### config.mk
export PLATFORM = sky130hd
export DESIGN_NAME = pph_host_flat
export DESIGN_NICKNAME = d
export VERILOG_FILES = /design/src/hw/pph_pkg.sv /design/src/hw/pph_link_if.sv /design/src/hw/pph_host.sv /design/src/flat_wrapper.sv
export SDC_FILE = /design/constraint.sdc
export NUM_CORES = 1
export LEC_CHECK = 0
export BUFFER_PORTS_ARGS = -buffer_cell sky130_fd_sc_hd__buf_4
export CORE_MARGIN = 10
export CORE_UTILIZATION = 45
export DETAILED_ROUTE_END_ITERATION = 12
export PLACE_DENSITY = 0.72
export SLEW_MARGIN = 5
export SYNTH_ARGS = -nofsm -noshare
export SYNTH_HDL_FRONTEND = slang
export SYNTH_SLANG_ARGS = --single-unit
### constraint.sdc
create_clock -name clock -period 3 [get_ports clock]
set_clock_uncertainty 0.1 [all_clocks]
set_input_delay 0.15 -clock clock [delete_from_list [all_inputs] [get_ports clock]]
set_output_delay 0.15 -clock clock [all_outputs]
set_load 0.03 [all_outputs]
### src/hw/pph_pkg.sv
`default_nettype none
package pph_pkg;
    // ---------------------------------------------------------------
    // device register offsets
    // ---------------------------------------------------------------
    localparam logic [7:0] REG_STATUS = 8'h00;
    localparam logic [7:0] REG_MODE = 8'h08;
    localparam logic [7:0] REG_VOLT = 8'h09;
    localparam logic [7:0] REG_CHG = 8'h10;
    localparam logic [7:0] REG_WARN = 8'h11;
    localparam logic [7:0] REG_CAPLIM = 8'h12;
    localparam logic [7:0] REG_OPTM = 8'h13;
    // ---------------------------------------------------------------
    // field positions and codes
    // ---------------------------------------------------------------
    localparam int MODE_EOD = 0;
    localparam int MODE_ECM = 1;
    localparam int MODE_ACT = 2;
    localparam logic [2:0] MODE_STANDBY = 3'b000;
    localparam logic [2:0] MODE_CONT = 3'b010;
    localparam logic [2:0] MODE_CONT_ACT = 3'b110;
    localparam int HIZ_BIT = 4;
    localparam int WARN_EN_BIT = 4;
    localparam int ST_READY = 0;
    localparam int ST_EW = 1;
    localparam int ST_ALRM = 2;
    localparam int ST_LOWBAT = 3;
    // ---------------------------------------------------------------
    // reset values
    // ---------------------------------------------------------------
    // charge current field 3'b011 selects 8 mA
    localparam logic [7:0] CHG_RST = 8'h60;
    // output target field 4'h6 selects 3.0 V
    localparam logic [7:0] VOLT_RST = 8'h06;
    localparam logic [7:0] WARN_RST = 8'h10;
    localparam logic [7:0] CAPLIM_RST = 8'h00;
    localparam logic [7:0] OPTM_RST = 8'h03;
    // ---------------------------------------------------------------
    // timing
    // ---------------------------------------------------------------
    localparam int CLK_KHZ = 200000;
    localparam int POR_WAIT_MS = 20;
    localparam int POR_WAIT_CYC = POR_WAIT_MS * CLK_KHZ;
    // ---------------------------------------------------------------
    // host csr offsets
    // ---------------------------------------------------------------
    localparam logic [3:0] CSR_CTRL = 4'h0;
    localparam logic [3:0] CSR_CFG0 = 4'h4;
    localparam logic [3:0] CSR_CFG1 = 4'h8;
    localparam logic [3:0] CSR_STAT = 4'hC;
    localparam int CTRL_GO_OD = 0;
    localparam int CTRL_GO_CM = 1;
    localparam int CTRL_DONE = 2;
    localparam int CTRL_RET = 3;
endpackage
`default_nettype wire

### src/hw/pph_link_if.sv
`default_nettype none
interface pph_link_if;
    logic req;
    logic we;
    logic [7:0] addr;
    logic [7:0] wdata;
    logic ack;
    logic [7:0] rdata;
    logic ready_pin;
    modport dev (input req, we, addr, wdata, output ack, rdata, ready_pin);
    modport host (output req, we, addr, wdata, input ack, rdata, ready_pin);
endinterface
`default_nettype wire

### src/hw/pph_host.sv
// Chosen here: register access over Avalon-MM.
`default_nettype none
module pph_host
    import pph_pkg::*;
#(
    parameter int POR_CYC = POR_WAIT_CYC
)(
    // clock and reset
    input wire logic clock,
    input wire logic sys_rst,
    // avalon-mm slave
    input wire logic [3:0] avs_address,
    input wire logic avs_read,
    input wire logic avs_write,
    input wire logic [31:0] avs_writedata,
    output logic [31:0] avs_readdata,
    output logic avs_waitrequest,
    // load control
    output logic load_en,
    // link
    pph_link_if.host lk
);
    localparam int CW = $clog2(POR_CYC + 1);

    if (POR_CYC < 1) begin : g_por_check
        $error("POR_CYC must be at least 1");
    end

    typedef enum logic [8:0] {
        HS_POR = 9'b0_0000_0001,
        HS_INIT = 9'b0_0000_0010,
        HS_IDLE = 9'b0_0000_0100,
        HS_VOLT = 9'b0_0000_1000,
        HS_MODE = 9'b0_0001_0000,
        HS_WAIT = 9'b0_0010_0000,
        HS_ARM = 9'b0_0100_0000,
        HS_RUN = 9'b0_1000_0000,
        HS_STOP = 9'b1_0000_0000
    } pph_hstate_t;

    typedef struct packed {
        pph_hstate_t st;
        logic [CW-1:0] cnt;
        logic [1:0] idx;
        logic req;
        logic we;
        logic [7:0] addr;
        logic [7:0] wdata;
        logic [7:0] dstat;
        logic go_od;
        logic go_cm;
        logic done;
        logic ret;
        logic cont;
        logic load;
        logic init_done;
        logic ew_stop;
        logic alrm_stop;
        logic wreq;
        logic [31:0] rdata;
        logic [31:0] cfg0;
        logic [11:0] cfg1;
    } pph_host_t;

    pph_host_t q;
    pph_host_t d;
    logic fin;
    logic bad;
    logic [7:0] prof;

    // start one link transaction
    function automatic pph_host_t issue(input pph_host_t s,
        input logic we, input logic [7:0] a, input logic [7:0] w);
        s.req = 1'b1;
        s.we = we;
        s.addr = a;
        s.wdata = w;
        return s;
    endfunction

    // ---------------------------------------------------------------
    // sequencer
    // ---------------------------------------------------------------
    always_comb begin
        d = q;
        fin = q.req & lk.ack;
        prof = {q.cfg1[11:8], 4'h0};
        bad = fin & ~q.we & (lk.rdata[ST_EW] | lk.rdata[ST_ALRM]);
        if (fin) begin
            d.req = 1'b0;
            if (~q.we) begin
                d.dstat = lk.rdata;
            end
        end
        case (q.st)
            HS_POR: begin
                d.cnt = q.cnt + 1'b1;
                if (q.cnt == CW'(POR_CYC - 1)) begin
                    d.st = HS_INIT;
                end
            end
            HS_INIT: begin
                if (~q.req) begin
                    d = issue(d, 1'b1, REG_CHG + {6'h00, q.idx},
                        q.cfg0[8*q.idx +: 8]);
                end else if (fin) begin
                    d.idx = q.idx + 1'b1;
                    if (q.idx == 2'd3) begin
                        d.st = HS_IDLE;
                        d.init_done = 1'b1;
                    end
                end
            end
            HS_IDLE: begin
                if (q.go_od | q.go_cm) begin
                    d.cont = q.go_cm & ~q.go_od;
                    d.go_od = 1'b0;
                    d.go_cm = 1'b0;
                    d.done = 1'b0;
                    d.ret = 1'b0;
                    d.ew_stop = 1'b0;
                    d.alrm_stop = 1'b0;
                    d.st = HS_VOLT;
                end
            end
            HS_VOLT: begin
                if (~q.req) begin
                    d = issue(d, 1'b1, REG_VOLT, q.cfg1[7:0]);
                end else if (fin) begin
                    d.st = HS_MODE;
                end
            end
            HS_MODE: begin
                if (~q.req) begin
                    d = issue(d, 1'b1, REG_MODE, prof |
                        (q.cont ? 8'h02 : 8'h01));
                end else if (fin) begin
                    d.st = HS_WAIT;
                end
            end
            HS_WAIT: begin
                if (~q.req) begin
                    d = issue(d, 1'b0, REG_STATUS, 8'h00);
                end else if (fin & lk.rdata[ST_READY]) begin
                    d.st = q.cont ? HS_ARM : HS_RUN;
                    d.load = ~q.cont;
                end
            end
            HS_ARM: begin
                if (~q.req) begin
                    d = issue(d, 1'b1, REG_MODE,
                        prof | {5'h00, MODE_CONT_ACT});
                end else if (fin) begin
                    d.st = HS_RUN;
                    d.load = 1'b1;
                end
            end
            HS_RUN: begin
                if (~lk.ready_pin | bad) begin
                    d.load = 1'b0;
                    d.ret = 1'b0;
                    d.ew_stop = q.ew_stop | ~lk.ready_pin |
                        (bad & lk.rdata[ST_EW]);
                    d.alrm_stop = q.alrm_stop | (bad & lk.rdata[ST_ALRM]);
                    if (~q.req | fin) begin
                        d.req = 1'b0;
                        d.st = HS_STOP;
                    end
                end else if (q.done & (~q.req | fin)) begin
                    d.load = 1'b0;
                    d.req = 1'b0;
                    d.st = HS_STOP;
                end else if (~q.req) begin
                    d = issue(d, 1'b0, REG_STATUS, 8'h00);
                end
            end
            HS_STOP: begin
                if (~q.req) begin
                    d = issue(d, 1'b1, REG_MODE, prof | {5'h00,
                        (q.ret & q.cont) ? MODE_CONT : MODE_STANDBY});
                end else if (fin) begin
                    d.st = (q.ret & q.cont & ~q.load) ? HS_WAIT : HS_IDLE;
                    d.done = 1'b0;
                    d.ret = 1'b0;
                end
            end
            default: begin
                d.st = HS_IDLE;
            end
        endcase
        // avalon slave: answer in the cycle after the request
        d.wreq = 1'b1;
        if ((avs_read | avs_write) & q.wreq) begin
            d.wreq = 1'b0;
            case (avs_address)
                CSR_CFG0: d.rdata = q.cfg0;
                CSR_CFG1: d.rdata = {20'h0_0000, q.cfg1};
                CSR_STAT: d.rdata = {18'h0_0000, q.cont, q.alrm_stop,
                    q.ew_stop, q.load, ~(q.st == HS_IDLE), q.init_done,
                    q.dstat};
                default: d.rdata = 32'h0000_0000;
            endcase
        end
        if (avs_write & ~q.wreq) begin
            case (avs_address)
                CSR_CTRL: begin
                    d.go_od = d.go_od | avs_writedata[CTRL_GO_OD];
                    d.go_cm = d.go_cm | avs_writedata[CTRL_GO_CM];
                    d.done = d.done | avs_writedata[CTRL_DONE];
                    d.ret = d.ret | avs_writedata[CTRL_RET];
                end
                CSR_CFG0: d.cfg0 = avs_writedata;
                CSR_CFG1: d.cfg1 = avs_writedata[11:0];
                default: d.wreq = 1'b1;
            endcase
        end
    end

    // ---------------------------------------------------------------
    // state register
    // ---------------------------------------------------------------
    always_ff @(posedge clock) begin
        if (sys_rst) begin
            q <= '0;
            q.st <= HS_POR;
            q.wreq <= 1'b1;
            q.cfg0 <= {OPTM_RST, CAPLIM_RST, WARN_RST, CHG_RST};
            q.cfg1 <= {4'h0, VOLT_RST};
        end else begin
            q <= d;
        end
    end

    // ---------------------------------------------------------------
    // outputs
    // ---------------------------------------------------------------
    assign avs_readdata = q.rdata;
    assign avs_waitrequest = q.wreq;
    assign load_en = q.load;
    assign lk.req = q.req;
    assign lk.we = q.we;
    assign lk.addr = q.addr;
    assign lk.wdata = q.wdata;
endmodule
`default_nettype wire

### src/flat_wrapper.sv
// flat-port wrapper written by rule: the top's interface ports become plain ports
module pph_host_flat import pph_pkg::*;
#(
    parameter int POR_CYC = POR_WAIT_CYC
)
  (clock, sys_rst, avs_address, avs_read, avs_write, avs_writedata, avs_readdata, avs_waitrequest, load_en, lk_req, lk_we, lk_addr, lk_wdata, lk_ack, lk_rdata, lk_ready_pin);
  pph_link_if lk_i ();
  input wire logic clock;
  input wire logic sys_rst;
  input wire logic [3:0] avs_address;
  input wire logic avs_read;
  input wire logic avs_write;
  input wire logic [31:0] avs_writedata;
  output logic [31:0] avs_readdata;
  output logic avs_waitrequest;
  output logic load_en;
  output wire logic [$bits(lk_i.req)-1:0] lk_req;
  output wire logic [$bits(lk_i.we)-1:0] lk_we;
  output wire logic [$bits(lk_i.addr)-1:0] lk_addr;
  output wire logic [$bits(lk_i.wdata)-1:0] lk_wdata;
  input wire logic [$bits(lk_i.ack)-1:0] lk_ack;
  input wire logic [$bits(lk_i.rdata)-1:0] lk_rdata;
  input wire logic [$bits(lk_i.ready_pin)-1:0] lk_ready_pin;
  assign lk_req = lk_i.req;
  assign lk_we = lk_i.we;
  assign lk_addr = lk_i.addr;
  assign lk_wdata = lk_i.wdata;
  assign lk_i.ack = lk_ack;
  assign lk_i.rdata = lk_rdata;
  assign lk_i.ready_pin = lk_ready_pin;
  pph_host #(.POR_CYC(POR_CYC)) u_core (.clock(clock), .sys_rst(sys_rst), .avs_address(avs_address), .avs_read(avs_read), .avs_write(avs_write), .avs_writedata(avs_writedata), .avs_readdata(avs_readdata), .avs_waitrequest(avs_waitrequest), .load_en(load_en), .lk(lk_i));
endmodule
# Word level (Yosys, flattened, before mapping)
# Index checks and enable logic that the tools add are counted.
dict set report word_totals {
  reg_bits 145
  inputBits 50
  out_inout_bits 52
  wordCells 195
}
dict set report classes {
  n_addsub 3
  n_eq_ne 41
  shifts 1
  mux 75
  bitwise 41
  n_reduce_logical 13
}
# operator count
set op_table {}
lappend op_table {{112-bit two-way mux} 3}
lappend op_table {{76-bit case mux with 3 select lines} 1}
lappend op_table {{28-bit case mux with 7 select lines} 1}
lappend op_table {{9-bit two-way mux} 18}
lappend op_table {{22-bit case mux with 7 select lines} 1}
lappend op_table {{32-bit case mux with 3 select lines} 1}
lappend op_table {{9-bit case mux with 9 select lines} 1}
lappend op_table {{80-bit two-way mux} 1}
lappend op_table {{76-bit two-way mux} 1}
lappend op_table {{32-bit two-way mux} 2}
lappend op_table {{31-bit two-way mux} 2}
lappend op_table {{28-bit two-way mux} 2}
lappend op_table {{44-bit two-way mux} 1}
lappend op_table {{5-bit case mux with 8 select lines} 1}
lappend op_table {{9-bit AND reduction} 4}
lappend op_table {{33-bit two-way mux} 1}
lappend op_table {{2-bit by 1-bit != test with 1-bit output (second input constant)} 16}
lappend op_table {{32-bit by 6-bit variable part select with 8-bit output} 1}
lappend op_table {{30-bit two-way mux} 1}
lappend op_table {{24-bit two-way mux} 1}
lappend op_table {{8-bit two-way mux} 3}
lappend op_table {{22-bit by 1-bit adder with 22-bit output (second input constant)} 1}
lappend op_table {{22-bit equality test (second input constant)} 1}
lappend op_table {{1-bit two-way mux} 18}
lappend op_table {{other kinds (38)} 91}

# Depth between registers and ports, before layout
dict set report depth {
  depth_word 9
  mapped_depth 9
}

# Least setup slack after synthesis
# No wires, ideal clock.
dict set report synth_timing {
  path_kind {register to register}
  start {register u_core.q[137] (netlist name)}
  end {register u_core.q[144] (netlist name)}
  setup_ns 0.128
  arrival_ns 2.160
  required_ns 2.772
  path_slack_ns 0.612
  path_stages_with_launch 9
  n_path_buf 2
  cell_sequence {dfxtp_1 -> buf_6 -> or4_4 -> buf_6 -> or3_4 -> o311a_1 -> o211a_2 -> a32oi_1 -> nor2_1}
}
dict set report synth_via {
  elab_chain_cells 3
  elab_cells_between_ends 28
  classes_between {eq/ne (26); mux (1); reduce/logical (1)}
}
# element line_no
set synth_lines {}
lappend synth_lines {{start, declared} pph_host.sv:65} ;# pph_host_t q;
lappend synth_lines {{9-bit by 8-bit equality test with 1-bit output (tied with other cells)} pph_host.sv:95} ;# case (q.st)
lappend synth_lines {{3-bit != test (no line) (tied with other cells)} -}
lappend synth_lines {{17-bit AND reduction (no line)} -}
# Parallel ways exist; a longest one is shown, timed or not.
# A chain may end at the register's enable or synchronous reset.

# Final worst setup path
dict set report layout_timing {
  start {register u_core.q[140] (netlist name)}
  end {register u_core.q[144] (netlist name)}
}
# The elaborated chain is that of the path after synthesis.

==> metrics <==
FFs w/ async S/R, synth 0%; number of synthesized flops with an enable pin 0; synthesized area 6686 um2; post-DR vias/cell ~5.7; Core Box Area roughly 15000 um2; maximum vdd drop 0.4741 mV; worst-path maximum fanout 12; CTS tree built; setup TNS 0 ns; Seq cells post-synth 141; post-DR wirelength/cell ~18 um; vias in the first global route around 5600; area grow syn2layout 23.11%; antenna-violating nets left 0; share of layout cells above drive strength 1 a little over a fifth; initial antenna violation count 1; Internal around 3.4 mW; max cap viols 0; port buffer count just under 100; DRT iter0 DRCs about 680; DRC violations left 0; post-synth top area share 42.22%; deepest clock path buffer count 2; IO Pins 102; combinational share of power roughly 17%; RSZ-0062 raised after global routing no; via count 5988; cell taking the most area after synthesis dfxtp_1; syn avg cell area 8.605 um2; clock latency on the worst-skew pair about 0.43 ns; P_sw about 1.4 mW; Setup WS pre-CTS around 0.44 ns; Final Max Tran Viols 0; total wire length between 15000 and 20000 um; DIE HEIGHT approximately 140 um; Overflow after GRT 0; number of detailed-route iterations in the first pass 5; Detail Placement HPWL around 14000 um; FMAX between 300 and 400 MHz; CP Capture Type register; period utilisation layout between 80% and 90%; die area around 20000 um2; post-synth cell types a little under 70; Mapped Cells around 800; Worst Path Arrival ~2.8 ns; Tmin final 2.593 ns; row count 44; switch share between 20% and 30%; status finished, final reports clean; synth cell count leaders dfxtp_1, nand2_1, nor2_1; number of fill cells around 1300; Power Dens Cells ~580 nW/um2; Max transition margin 19.88%; P_leak ~3.1 nW; sequential share of the synthesized area 42.22%; total track usage 18.98%; Finish-stage setup viols 0; Worst-path clk slew 0.06 ns; die width 141.9 um; Synth area leaders dfxtp_1, nand2_1, buf_4; final-report hold violation count 0; setup ws final slightly above 0.4 ns; clock power share a little over two fifths; clock sinks 141; RD Place Congestion ~0.9; largest net degree at the start of global routing 79; Main synth FF type dfxtp_1; Worst Setup Start Kind register; H-tree levels 4; cell with the most instances after synthesis dfxtp_1; starting density of the core between 40 and 50%; setup bufs post-CTS 0; slew of the pin with the lowest slew margin ~1.2 ns; Req. time, crit path about 3.2 ns; Crit Path Class reg -> reg; Root Buffer clkbuf_16; TritonCTS Buffers 17; first-pass GRT wire length a little over 30000 um; nets 909; Seq pwr share 41.6%; worst min path class in -> reg; Synth Warn # 0
-- through the flow --
step	std cells	area [um2]	hold slack [ns]	total power [mW]	util [%]
6_report	1055	8232	0.01261	4.781	56.64
5_1_grt	1054	8229	0.06360	4.976	56.62
4_1_cts	1053	8227	0.001797	4.801	56.60
3_5_place_dp	980	7247	0.2742	2.771	49.86
3_3_place_gp	980	7247	0.2698	2.774	49.86
2_1_floorplan	780	6698	0.1741	2.569	-
-- flip-flops by register name (all words and copies together), names as in the netlist --
| signal | count |
|---|---|
| u_core.avs_waitrequest | 1 |
| u_core.lk.we | 1 |
| u_core.prof | 4 |
| u_core.avs_readdata | 32 |
| u_core.load_en | 1 |
| u_core.q | 89 |
| u_core.lk.wdata | 8 |
| u_core.lk.req | 1 |
| u_core.lk.addr | 4 |
-- critical path: stages (launching register included) --
cell,delay (ns)
dfxtp_1,0.48
or4b_1,0.64
or3_4,0.39
o311a_1,0.37
o211a_2,0.19
a32oi_1,0.22
nor2_1,0.06
-- worst paths after layout --
path | start | to | slack (ns) | cells after the start
setup reg to reg | u_core.q[140]$_SDFFE_PP0P_ | u_core.q[144]$_SDFFE_PP0P_ | 0.41 | 6
hold / removal | avs_address[1] | u_core.avs_readdata[7]$_SDFFE_PP0P_ | 0.01 | 4
setup / recovery | u_core.q[140]$_SDFFE_PP0P_ | u_core.q[144]$_SDFFE_PP0P_ | 0.41 | 6
hold reg to reg | u_core.q[90]$_SDFFE_PP0P_ | u_core.q[90]$_SDFFE_PP0P_ | 0.36 | 2
-- routing by layer --
metal / global-route usage (%) / vias up / part of all wire [%]
met5: 0 / - / 0
met1: 24.82 / 2829 / 43
li1: - / 2868 / -
met4: 7.854 / 0 / 2.6
met3: 5.007 / 39 / 8.0
met2: 28.97 / 252 / 46
-- cell families (layout without fill, tap and decap cells) --
logic type	count (synthesis)	count (layout)	share of synthesized area, %
AOI/OAI and AO/OA	176	176	17.81
xor gates and xnor gates	23	23	3.013
adders and majority gates	2	2	0.3742
buffers and inverters	104	193	8.944
DFF	141	141	42.22
muxes	33	33	6.643
other	1	6	0.05608
and+or+nand+nor	297	297	20.94
-- layout by cell type, fill, tap and decap left out, drive strengths merged, types with 9 or more instances in the layout --
cell type,synthesis,layout
dfxtp,141,141
buf,59,114
nand2,102,102
nor2,96,96
a21oi,61,61
dlygate4sd3,0,42
a22oi,40,40
o21ai,21,21
nand3,20,20
clkbuf,39,19
nor3,15,15
mux2i,14,14
a22o,13,13
xnor2,12,12
xor2,11,11
mux2,11,11
and3,9,9
-- what timing repair did --
item | 4_1_cts | 5_1_grt
hold buffers | 42 | 0
gates resized for setup | 0 | 0
hold endpoints to repair | 59 | 0
-- layout make-up --
cell class / instances / area [um2] / area share (%)
inverter: 6 / 22.52 / 0.2736
timing repair buffer: 156 / 1289 / 15.66
sequential: 141 / 2823 / 34.29
clock inverter: 12 / 116.4 / 1.414
multi-input combinational: 535 / 3303 / 40.13
antenna: 2 / 5.005 / 0.06080
tap: 184 / 230.2 / 2.797
clock buffer: 19 / 442.9 / 5.381
-- power by group through the flow --
stage,clock network (mW),logic (mW),registers [mW]
global route,2.10,0.875,2.00
global placement,0,0.748,2.03
floorplan,0,0.562,2.01
finish,2.00,0.794,1.99
CTS,2.03,0.786,1.99
detailed placement,0,0.741,2.03
Power figures use the tool's default switching activity.
